File: config.mk
export PLATFORM = sky130hd
export DESIGN_NAME = gpio_port
export DESIGN_NICKNAME = d
export VERILOG_FILES = /design/src/rtl/gpio_port_pkg.sv /design/src/rtl/gpio_port.sv
export SDC_FILE = /design/constraint.sdc
export NUM_CORES = 1
export LEC_CHECK = 0
export BUFFER_PORTS_ARGS = -buffer_cell sky130_fd_sc_hd__buf_2
export CORE_MARGIN = 2
export CORE_UTILIZATION = 49
export DETAILED_ROUTE_END_ITERATION = 10
export GPL_TIMING_DRIVEN = 0
export PLACE_DENSITY_LB_ADDON = 0.25
export SYNTH_ARGS = -nofsm -noshare
export SYNTH_HDL_FRONTEND = slang
export SYNTH_SLANG_ARGS = --single-unit
File: constraint.sdc
create_clock -name sys_clk -period 1.4 [get_ports sys_clk]
set_input_delay 0.07 -clock sys_clk [delete_from_list [all_inputs] [get_ports sys_clk]]
set_output_delay 0.07 -clock sys_clk [all_outputs]
set_load 0.05 [all_outputs]
File: src/rtl/gpio_port_pkg.sv
/*
  Package for the six-pin port: register offsets, field positions and reset values.
  Assumes a 32-bit APB master with word-aligned register accesses.
*/
package gpio_port_pkg;

  // ==========================================================================
  // Register byte offsets.
  localparam logic [7:0] OFS_PORT_DATA   = 8'h00;
  localparam logic [7:0] OFS_DIRECTION   = 8'h04;
  localparam logic [7:0] OFS_PULLUP      = 8'h08;
  localparam logic [7:0] OFS_PULLDOWN    = 8'h0C;
  localparam logic [7:0] OFS_OPEN_DRAIN  = 8'h10;
  localparam logic [7:0] OFS_WAKEUP      = 8'h14;
  localparam logic [7:0] OFS_INT_FLAGS   = 8'h18;
  localparam logic [7:0] OFS_INT_ENABLES = 8'h1C;
  localparam logic [7:0] OFS_PWR_CTRL    = 8'h20;
  localparam logic [7:0] OFS_PWR_CTRL_1  = 8'h24;
  localparam logic [7:0] OFS_CARRIER     = 8'h28;
  localparam logic [7:0] OFS_READ_SRC    = 8'h2C;

  // ==========================================================================
  // Field positions.
  localparam int PIN_COUNT        = 6;
  localparam int BIT_PORT_CHANGE  = 1;
  localparam int BIT_EXT_INT      = 2;
  localparam int BIT_GIE          = 7;
  localparam int BIT_EXT_SELECT   = 6;
  localparam int BIT_EXT_EDGE     = 5;
  localparam int BIT_CARRIER_EN   = 0;
  localparam int PULLDOWN_LSB     = 4;

  // ==========================================================================
  // Reset values.
  localparam logic [5:0] RST_DIRECTION = 6'h3F;
  localparam logic [5:0] RST_ZERO6     = 6'h00;

endpackage

File: src/rtl/gpio_port.sv
/*
  Six-pin bidirectional port with per-pin direction, pulls, open-drain, read source,
  level-change flag, external interrupt on pin 0 and alternate functions.
  Assumes an APB master on sys_clk and pad cells that resolve enables to a wire.
*/
// Our own choices: the register offsets and the APB slave port.
// Functional notes
// - Six pins 0..5 read and written through one port data register.
// - Direction register bits 5..0 make each pin input (1) or output (0).
// - Pull-up register bits 5..0 enable pull-high on input pins.
// - Pull-down bits 7..4 enable pull-low for pins 3..0; pins 5,4 have none.
// - Open-drain bits 5..0 choose push-pull or open-drain per output pin.
// - Pin 3 is always open-drain when output.
// - Wake-up enable bits 5..0 select pins for level-change detection.
// - Level change on a selected pin sets port-change flag, flags bit 1.
// - External-interrupt select bit 6 makes pin 0 the external interrupt input.
// - External interrupt on pin 0 disables pin 0 level-change; others unaffected.
// - Edge select picks which pin 0 transition triggers the external interrupt.
// - Carrier enable bit 0 drives the IR carrier onto pin 1.
// - Configured pin 3 acts as active-low external reset input.
// - In normal or standby mode, with config, instruction clock drives pin 4.
// - Pin 2 feeds external clock to timer0 and timer1 per source bits.
// - Pin 2 carries PWM or buzzer output when enabled and configured.
// - Per-pin read source returns pin level or output latch.
// - PWM output enable forces pin 2 to output.
// - Carrier enable forces pin 1 to output; clearing restores normal use.
`timescale 1ns/100ps

module gpio_port
  import gpio_port_pkg::*;
(
  // Clock and reset.
  input  wire logic        sys_clk,
  input  wire logic        rst,
  // APB slave.
  input  wire logic        psel,
  input  wire logic        penable,
  input  wire logic        pwrite,
  input  wire logic [7:0]  paddr,
  input  wire logic [31:0] pwdata,
  output logic      [31:0] prdata,
  output logic             pready,
  output logic             pslverr,
  // Pads.
  input  wire logic [5:0]  port_pins_in,
  output logic      [5:0]  port_pins_out,
  output logic      [5:0]  port_pins_oe,
  output logic      [5:0]  pad_pullhigh_en_n,
  output logic      [3:0]  pad_pulldown_en,
  // Configuration words and mode.
  input  wire logic        reset_pad_enable,
  input  wire logic        clk_out_cfg,
  input  wire logic        pwm_cfg,
  input  wire logic        buzzer_cfg,
  input  wire logic [1:0]  op_mode,
  // Alternate functions.
  input  wire logic        carrier_out_data,
  input  wire logic        instr_clk_level,
  input  wire logic        pwm_out_enable,
  input  wire logic        buzzer_enable,
  input  wire logic        pwm_level,
  input  wire logic        buzzer_level,
  input  wire logic        t0_clock_source,
  input  wire logic        t0_low_clock_sel,
  input  wire logic        t1_clock_source,
  output logic             t0_ext_clock_in,
  output logic             t1_ext_clock_in,
  output logic             reset_pad_input_n,
  // Interrupts.
  output logic             port_change_irq,
  output logic             ext_int_irq
);

  // ==========================================================================
  // Registers.
  logic [5:0] port_data_reg_r;
  logic [5:0] pin_direction_r;
  logic [5:0] pullup_control_r;
  logic [3:0] pulldown_control_r;
  logic [5:0] open_drain_control_r;
  logic [5:0] wakeup_enable_r;
  logic [5:0] read_source_r;
  logic       port_change_flag_r;
  logic       ext_int_flag_r;
  logic [1:0] interrupt_enables_r;
  logic       ext_int_select_r;
  logic       ext_int_edge_sel_r;
  logic       global_int_enable_r;
  logic       carrier_enable_r;
  logic [5:0] sample_r;
  logic [5:0] prev_r;
  logic [5:0] change_nxt;
  logic [5:0] wake_eff;
  logic       ext_edge;
  logic       wr_en;
  logic       rd_hit;
  logic [5:0] pin_read;
  logic       pwm_on;
  logic       buz_on;
  logic       clk_on;

  assign wr_en   = psel && penable && pwrite;
  assign pready  = 1'b1;
  assign pwm_on  = pwm_out_enable && pwm_cfg;
  assign buz_on  = buzzer_enable && buzzer_cfg;
  assign clk_on  = clk_out_cfg && (op_mode == 2'b00 || op_mode == 2'b10);

  // ==========================================================================
  // Software-written configuration.
  always_ff @(posedge sys_clk)
  begin
    if (rst)
    begin
      port_data_reg_r      <= RST_ZERO6;
      pin_direction_r      <= RST_DIRECTION;
      pullup_control_r     <= RST_ZERO6;
      pulldown_control_r   <= 4'h0;
      open_drain_control_r <= RST_ZERO6;
      wakeup_enable_r      <= RST_ZERO6;
      read_source_r        <= RST_ZERO6;
      interrupt_enables_r  <= 2'h0;
      ext_int_select_r     <= 1'b0;
      ext_int_edge_sel_r   <= 1'b0;
      global_int_enable_r  <= 1'b0;
      carrier_enable_r     <= 1'b0;
    end
    else if (wr_en)
    begin
      case (paddr)
        OFS_PORT_DATA:   port_data_reg_r      <= pwdata[5:0];
        OFS_DIRECTION:   pin_direction_r      <= pwdata[5:0];
        OFS_PULLUP:      pullup_control_r     <= pwdata[5:0];
        OFS_PULLDOWN:    pulldown_control_r   <= pwdata[7:4];
        OFS_OPEN_DRAIN:  open_drain_control_r <= pwdata[5:0];
        OFS_WAKEUP:      wakeup_enable_r      <= pwdata[5:0];
        OFS_READ_SRC:    read_source_r        <= pwdata[5:0];
        OFS_INT_ENABLES: interrupt_enables_r  <= pwdata[2:1];
        OFS_PWR_CTRL:
        begin
          ext_int_select_r   <= pwdata[BIT_EXT_SELECT];
          ext_int_edge_sel_r <= pwdata[BIT_EXT_EDGE];
        end
        OFS_PWR_CTRL_1:  global_int_enable_r  <= pwdata[BIT_GIE];
        OFS_CARRIER:     carrier_enable_r     <= pwdata[BIT_CARRIER_EN];
        default:         ;
      endcase
    end
  end

  // ==========================================================================
  // Pin sampling and change detection.
  always_ff @(posedge sys_clk)
  begin
    if (rst)
    begin
      sample_r <= RST_ZERO6;
      prev_r   <= RST_ZERO6;
    end
    else
    begin
      sample_r <= port_pins_in;
      prev_r   <= sample_r;
    end
  end

  assign wake_eff = {wakeup_enable_r[5:1], wakeup_enable_r[0] & ~ext_int_select_r};

  genvar g;
  generate
    for (g = 0; g < PIN_COUNT; g++)
    begin : g_chg
      assign change_nxt[g] = wake_eff[g] && (sample_r[g] != prev_r[g]);
    end
  endgenerate

  assign ext_edge = ext_int_select_r &&
                    (ext_int_edge_sel_r ? (prev_r[0] && !sample_r[0])
                                        : (!prev_r[0] && sample_r[0]));

  // ==========================================================================
  // Interrupt flags: hardware set wins over a software clear.
  always_ff @(posedge sys_clk)
  begin
    if (rst)
    begin
      port_change_flag_r <= 1'b0;
      ext_int_flag_r     <= 1'b0;
    end
    else
    begin
      if (|change_nxt)
        port_change_flag_r <= 1'b1;
      else if (wr_en && paddr == OFS_INT_FLAGS && !pwdata[BIT_PORT_CHANGE])
        port_change_flag_r <= 1'b0;
      if (ext_edge)
        ext_int_flag_r <= 1'b1;
      else if (wr_en && paddr == OFS_INT_FLAGS && !pwdata[BIT_EXT_INT])
        ext_int_flag_r <= 1'b0;
    end
  end

  assign port_change_irq = port_change_flag_r && interrupt_enables_r[0] &&
                           global_int_enable_r;
  assign ext_int_irq     = ext_int_flag_r && interrupt_enables_r[1] && global_int_enable_r;

  // ==========================================================================
  // Pad drive.
  logic [5:0] out_val;
  logic [5:0] is_out;
  logic [5:0] od;

  always_comb
  begin
    out_val = port_data_reg_r;
    is_out  = ~pin_direction_r;
    od      = open_drain_control_r;
    od[3]   = 1'b1;
    if (carrier_enable_r)
    begin
      is_out[1]  = 1'b1;
      out_val[1] = carrier_out_data;
    end
    if (pwm_on)
    begin
      is_out[2]  = 1'b1;
      out_val[2] = pwm_level;
    end
    else if (buz_on)
    begin
      is_out[2]  = 1'b1;
      out_val[2] = buzzer_level;
    end
    if (clk_on)
    begin
      is_out[4]  = 1'b1;
      out_val[4] = instr_clk_level;
    end
    if (reset_pad_enable)
      is_out[3] = 1'b0;
  end

  assign port_pins_out     = out_val & ~od;
  assign port_pins_oe      = is_out & (~od | ~out_val);
  assign pad_pullhigh_en_n = ~(pullup_control_r & ~is_out);
  assign pad_pulldown_en   = pulldown_control_r & ~is_out[3:0];

  assign reset_pad_input_n = reset_pad_enable ? sample_r[3] : 1'b1;
  assign t0_ext_clock_in   = t0_clock_source && !t0_low_clock_sel && sample_r[2];
  assign t1_ext_clock_in   = t1_clock_source && sample_r[2];

  // ==========================================================================
  // Read path.
  generate
    for (g = 0; g < PIN_COUNT; g++)
    begin : g_rd
      assign pin_read[g] = read_source_r[g] ? port_data_reg_r[g] : sample_r[g];
    end
  endgenerate

  always_comb
  begin
    rd_hit = 1'b1;
    prdata = 32'h0000_0000;
    case (paddr)
      OFS_PORT_DATA:   prdata[5:0] = pin_read;
      OFS_DIRECTION:   prdata[5:0] = pin_direction_r;
      OFS_PULLUP:      prdata[5:0] = pullup_control_r;
      OFS_PULLDOWN:    prdata[7:4] = pulldown_control_r;
      OFS_OPEN_DRAIN:  prdata[5:0] = open_drain_control_r;
      OFS_WAKEUP:      prdata[5:0] = wakeup_enable_r;
      OFS_READ_SRC:    prdata[5:0] = read_source_r;
      OFS_INT_FLAGS:   prdata[2:1] = {ext_int_flag_r, port_change_flag_r};
      OFS_INT_ENABLES: prdata[2:1] = interrupt_enables_r;
      OFS_PWR_CTRL:    prdata[6:5] = {ext_int_select_r, ext_int_edge_sel_r};
      OFS_PWR_CTRL_1:  prdata[7]   = global_int_enable_r;
      OFS_CARRIER:     prdata[0]   = carrier_enable_r;
      default:         rd_hit      = 1'b0;
    endcase
  end

  assign pslverr = psel && penable && !rd_hit;

  // ==========================================================================
  // Assertions.
  property p_change_sets;
    @(posedge sys_clk) disable iff (rst) |change_nxt |=> port_change_flag_r;
  endproperty
  a_change_sets: assert property (p_change_sets) else $error("change not flagged");

  property p_irq_gate;
    @(posedge sys_clk) disable iff (rst)
      port_change_irq |-> (interrupt_enables_r[0] && global_int_enable_r);
  endproperty
  a_irq_gate: assert property (p_irq_gate) else $error("irq without enables");

  property p_pin0_masked;
    @(posedge sys_clk) disable iff (rst) ext_int_select_r |-> !change_nxt[0];
  endproperty
  a_pin0_masked: assert property (p_pin0_masked) else $error("pin0 change leaked");

  property p_pin3_od;
    @(posedge sys_clk) disable iff (rst)
      !port_pins_out[3] && !(port_data_reg_r[3] && port_pins_oe[3]);
  endproperty
  a_pin3_od: assert property (p_pin3_od) else $error("pin3 drove high");

  property p_push_pull;
    @(posedge sys_clk) disable iff (rst)
      (!pin_direction_r[5] && !open_drain_control_r[5]) |->
        (port_pins_oe[5] && port_pins_out[5] == port_data_reg_r[5]);
  endproperty
  a_push_pull: assert property (p_push_pull) else $error("pin5 push-pull wrong");

  property p_reset_pad;
    @(posedge sys_clk) disable iff (rst)
      reset_pad_enable |-> (!port_pins_oe[3] && reset_pad_input_n == sample_r[3]);
  endproperty
  a_reset_pad: assert property (p_reset_pad) else $error("reset pad not input");

  property p_pwm_force;
    @(posedge sys_clk) disable iff (rst)
      (pwm_on && !open_drain_control_r[2] && !reset_pad_enable) |-> port_pins_oe[2];
  endproperty
  a_pwm_force: assert property (p_pwm_force) else $error("pin2 not output");

  property p_carrier_force;
    @(posedge sys_clk) disable iff (rst)
      (carrier_enable_r && !open_drain_control_r[1]) |-> port_pins_oe[1];
  endproperty
  a_carrier_force: assert property (p_carrier_force) else $error("pin1 not output");

  property p_sample_chain;
    @(posedge sys_clk) disable iff (rst)
      !rst |-> ##2 (prev_r == $past(port_pins_in, 2));
  endproperty
  a_sample_chain: assert property (p_sample_chain) else $error("sample chain wrong");

  property p_ext_edge;
    @(posedge sys_clk) disable iff (rst) ext_edge |=> ext_int_flag_r;
  endproperty
  a_ext_edge: assert property (p_ext_edge) else $error("ext edge lost");

  c_change: cover property (@(posedge sys_clk) disable iff (rst) |change_nxt);
  c_ext:    cover property (@(posedge sys_clk) disable iff (rst) ext_edge);
  c_irq:    cover property (@(posedge sys_clk) disable iff (rst) port_change_irq);
  c_ext_irq: cover property (@(posedge sys_clk) disable iff (rst) ext_int_irq);

endmodule

# Word-level counts from Yosys, hierarchy flattened
# Cells that the tools add are included.
# op_classes
eq_ne	18
mux	29
n_bitwise	13
n_reduce_logical	49
# ops
cell	n
== test 8 x 5 -> 1 bit (second input constant)	4
== test 8 x 6 -> 1 bit (second input constant)	4
inverter 6 bit	5
logical AND 1 bit	25
two-way mux 1 bit	22
AND reduction 2 bit	11
AND 6 bit	3
== test 8 x 4 -> 1 bit (second input constant)	2
one-hot mux 2 bit (8 select lines)	1
one-hot mux 1 bit (7 select lines)	2
OR reduction 12 bit	1
== test 8 x 3 -> 1 bit (second input constant)	1
zero test 8 bit	1
one-hot mux 1 bit (8 select lines)	1
zero test 1 bit	6
inequality test 1 bit	6
bitwise OR 6 bit	1
one-hot mux 1 bit (6 select lines)	1
OR reduction 6 bit	1
AND 4 bit	1
inverter 4 bit	1
one-hot mux 1 bit (2 select lines)	2
nonzero test 2 bit	2
== test 2 bit (second input constant)	1
4 further kinds	4
# totals
regBits	60
input_bits	66
out_inout_bits	61
wordCells	125

# Depth between registers and ports, before layout
# logic_depth
ltp_word	7
ltp_mapped	6
mapped_depth_nobuf	6

# Least setup slack after synthesis
# OpenSTA, ideal clock, no wires.
# synth_path
kind	input -> output
startpoint	input port paddr[2]
endpoint	output port prdata[2]
arrival_time_ns	2.082
setup_slack_ns	-0.752
stages	5
n_path_buf	2
path_cell_list	buf_2 -> buf_2 -> nor2_1 -> a221oi_1 -> o32ai_1
# synth_between
elab_chain_len	2
word_cells_on_any_way	9
# synth_lines
element	line_no	text
from (decl)	gpio_port.sv:39	input wire logic [7:0] paddr,
== test 8 x 5 -> 1 bit, or another cell as far along	gpio_port.sv:264	case (paddr)
one-hot mux 2 bit (8 select lines) (*)	gpio_port.sv:264	
to (decl)	gpio_port.sv:41	output logic [31:0] prdata,
# Every way passes the cells marked *; elsewhere a longest branch is shown, timed or not.

# Worst setup path in the final report
# layout_path
startpoint	register read_source_r[3]
endpoint	output port prdata[3]
# layout_between
elab_chain_len	2
# layout_lines
element	line_no	text
from (decl)	gpio_port.sv:82	logic [5:0] read_source_r;
from (signal assigned)	gpio_port.sv:136	OFS_READ_SRC: read_source_r <= pwdata[5:0];
two-way mux 1 bit	gpio_port.sv:256	assign pin_read[g] = read_source_r[g] ? port_data_reg_r[g] : sample_r[g];
one-hot mux 1 bit (6 select lines) (*)	gpio_port.sv:264	
# Marked as above.

==> flow_metrics.tcl <==
set metrics [dict create \
    status "finished, violations left" \
    violations "negative setup slack" \
    drv_cap 0 \
    drive_above_1_share_pct 40.7 \
    die_y_um 85.1 \
    path_class "flop to output pin" \
    synth_ff_type "dfxtp_1" \
    synth_xor_area_share_pct 1.36 \
    ys_warn_count 0 \
    slew_viol_final 0 \
    synth_top_family_by_area "simple AND/OR/NAND/NOR gates" \
    grt_first_pass_wirelength_mm 15.0 \
    comb_power_share_pct 15.8 \
    rsz0062_at_grt "yes" \
    yosys.cell_types.count 44 \
    clock_latency_ns 0.35 \
    cts_made_buffers 9 \
    netlist.area_leader.share_pct 37.2 \
    seqPwrFrac_pct 42.1 \
    critical_path_arrival_ns 1.76 \
    min_path_type "input port to flop" \
    cp_cell_sequence "mux2_4 > a222oi_1 > o21a_1 > o22ai_4 > buf_6" \
    cp.required_ns 1.33 \
    p_int_mw 2.98 \
    syn_avg_cell_area_um2 9.04 \
    antenna_found_initial 0 \
    synth_area_leader_cell "dfxtp_1" \
    grt_use_total_pct 27.1 \
    final_nets 552 \
    wire_per_inst_um 17.1 \
    initial_core_util_pct 50.8 \
    fp.dieW_um 85.1 \
    setup_viol 9 \
    syn_area_um2 3230 \
    io_pins 127 \
    first_pass_iters 4 \
    min_period_ns 1.83 \
    die_area_um2 7250 \
    netlist_instances 357 \
    clock-sinks 60 \
    tightestPinTransition_ns 0.615 \
    place.port_buffers 72 \
    syn2layout_area_growth_pct 39.6 \
    slowest_stage "dfxtp_2" \
    power_frac_clock_pct 42.1 \
    synth_simple_gate_area_share_pct 22.1 \
    placed_area_um2 3850 \
    via_per_inst 5.52 \
    postRouteAntennaNets 0 \
    place.gp.congestion 0.965 \
    n_antenna_cell 0 \
    cp-start-kind "flop" \
    finalCritPeriodShare_pct 131 \
    via_count 3127 \
    max_stage_delay_ns 0.34 \
    async_reset_ff_share_pct 0 \
    fill_cells 497 \
    yosysSeqAreaShare_pct 37.2 \
    drc_errors 0 \
    grt_max_degree 11 \
    synthMuxAreaShare_pct 17.4 \
    tritoncts "yes" \
    regArea_um2 1230 \
    fmaxAchievable_mhz 547 \
    powerDensity_nw_per_um2 916 \
    num_rows 29 \
    wl_mm 9.70 \
    endpoint_kind "output pin" \
    post-dp-hpwl_mm 6.87 \
    utilization_pct 70.9 \
    synthTopCellsByArea "dfxtp_1 37%, mux2i_1 15%, buf_4 6.1%" \
    switching_share_pct 27.8 \
    stdcell_area_um2 4500 \
    ys_ff_latch 60 \
    worst_slack_ns -0.430 \
    slew-limit-headroom_pct 59.0 \
    cts_root_buf "clkbuf_8" \
    cts.htree.levels 3 \
    p_total_mw 4.13 \
    fin_worst_skew_ns 0.0103 \
    cts_buffer_depth 2 \
    multi_input_area_um2 2040 \
    first_iter_violations 239 \
    core_um2 6350 \
    p_switching_mw 1.15 \
    power_leakage_nw 2.24 \
    clkTransAtPathRegs_ns 0.06 \
    synth-compound-area-share_pct 11.5 \
    ir_drop_mv 0.614 \
    post_synth_fa_ha_maj_area_fraction_pct 0.776 \
    synth_edf_count 0 \
    grt_overflow 0 \
    cp_max_fo 2 \
    hold_viol_final 0 \
    grt_pass1_vias 2953 \
]
==> cell usage after synthesis, types with 3 or more instances <==
master	number
xor2_1	5
and2_1	4
buf_2	6
o21ai_0	8
inv_1	11
a21oi_1	9
nand3_2	6
clkbuf_1	9
nor4b_2	4
a221oi_1	6
dfxtp_1	60
nor2b_1	19
nand2_1	14
nand3_1	13
a211o_1	6
nor3_1	3
nor2_1	51
buf_4	26
mux2_2	8
and3_1	8
a22oi_1	4
a32oi_1	3
mux2i_1	47
==> registers in the layout, indices dropped and copies added, names as in the netlist <==
register,cells
carrier_enable_r,1
ext_int_edge_sel_r,1
ext_int_flag_r,1
ext_int_select_r,1
global_int_enable_r,1
interrupt_enables_r,2
open_drain_control_r,6
pin_direction_r,6
port_change_flag_r,1
port_data_reg_r,6
prev_r,6
pulldown_control_r,4
pullup_control_r,6
read_source_r,6
sample_r,6
wakeup_enable_r,6
==> final cells by class <==
type	instances	share of cell area (%)
Inverter	11	0.973
Buffer	42	6.03
Timing Repair Buffer	92	13.4
Clock inverter	5	1.67
Tap cell	77	2.14
Sequential cell	60	27.3
Multi-Input combinational cell	268	45.3
Clock buffer	11	3.14
==> repair_timing <==
action	CTS	global route
hold endpoints to repair	10	0
endpoints found under the setup margin	16	19
hold buffers	8	0
gates resized for setup	65	19
pin swaps	13	7
buffers inserted	11	1
==> critical path: cells and delay by family (launching register included) <==
kind,cells,cell delay (ns)
buf+inv,1,0.18
flops,1,0.34
compound gates,3,0.60
mux,1,0.29
==> worst paths after layout <==
path,slack [ns],cells past startpoint,endpoint,startpoint
worst min register to register,0.49,1,pin_direction_r[1],pin_direction_r[1]
worst max-delay path,-0.43,5,prdata[3],read_source_r[3]
worst min-delay path,0.07,3,read_source_r[3],pwdata[3]
worst max register to register,0.06,6,port_change_flag_r,sample_r[0]
==> cells in the final DEF, fill, tap and decap left out, types with 10 or more instances in the layout <==
cell type  Yosys  final
buf_2          6     61
dfxtp_2        0     15
nand3_1       13     13
clkbuf_8       0     10
mux2i_1       47     47
nor2_1        51     48
nor2b_1       19     15
buf_4         26     45
buf_6          0     10
dfxtp_1       60     42
inv_1         11     10
nand2_1       14     13
conb_1         2     26
==> power by group through the flow <==
stage,Sequential [mW],Combinational (mW),Clock [mW]
floorplan,1.77,0.428,0
finish,1.74,0.650,1.74
global route,1.74,0.685,1.84
detailed placement,1.78,0.574,0
CTS,1.74,0.628,1.74
global placement,1.78,0.567,0
==> routing by layer <==
metal	wire [µm]	part of all wire [%]	global-route usage, %
met1	4230	44	34.4
met2	4310	44	44.2
met3	760	7.8	5.35
met4	398	4.1	12.7
met5	0	0	0
==> per-stage QoR <==
step                hold slack, ns  cells  setup slack (ns)  TNS (ns)
global route                0.0761    566            -0.487     -2.26
floorplan                    0.198    381           -0.0448   -0.0572
detailed placement           0.284    530            -0.439    -12.88
CTS                         0.0531    565            -0.425     -1.61
finish                      0.0678    566            -0.430     -1.75
global placement             0.278    530            -0.414    -10.71
==> kinds of logic after synthesis <==
| kind of cell | Yosys count |
|---|---|
| adder cells (fa/ha/maj) | 2 |
| other | 2 |
| multiplexers | 55 |
| flip-flops | 60 |
| buffers and inverters | 53 |
| AND/OR/NAND/NOR | 129 |
| AO/OA/AOI/OAI | 51 |
| XOR/XNOR | 5 |
Note: power is estimated with default switching activity, not from simulation.
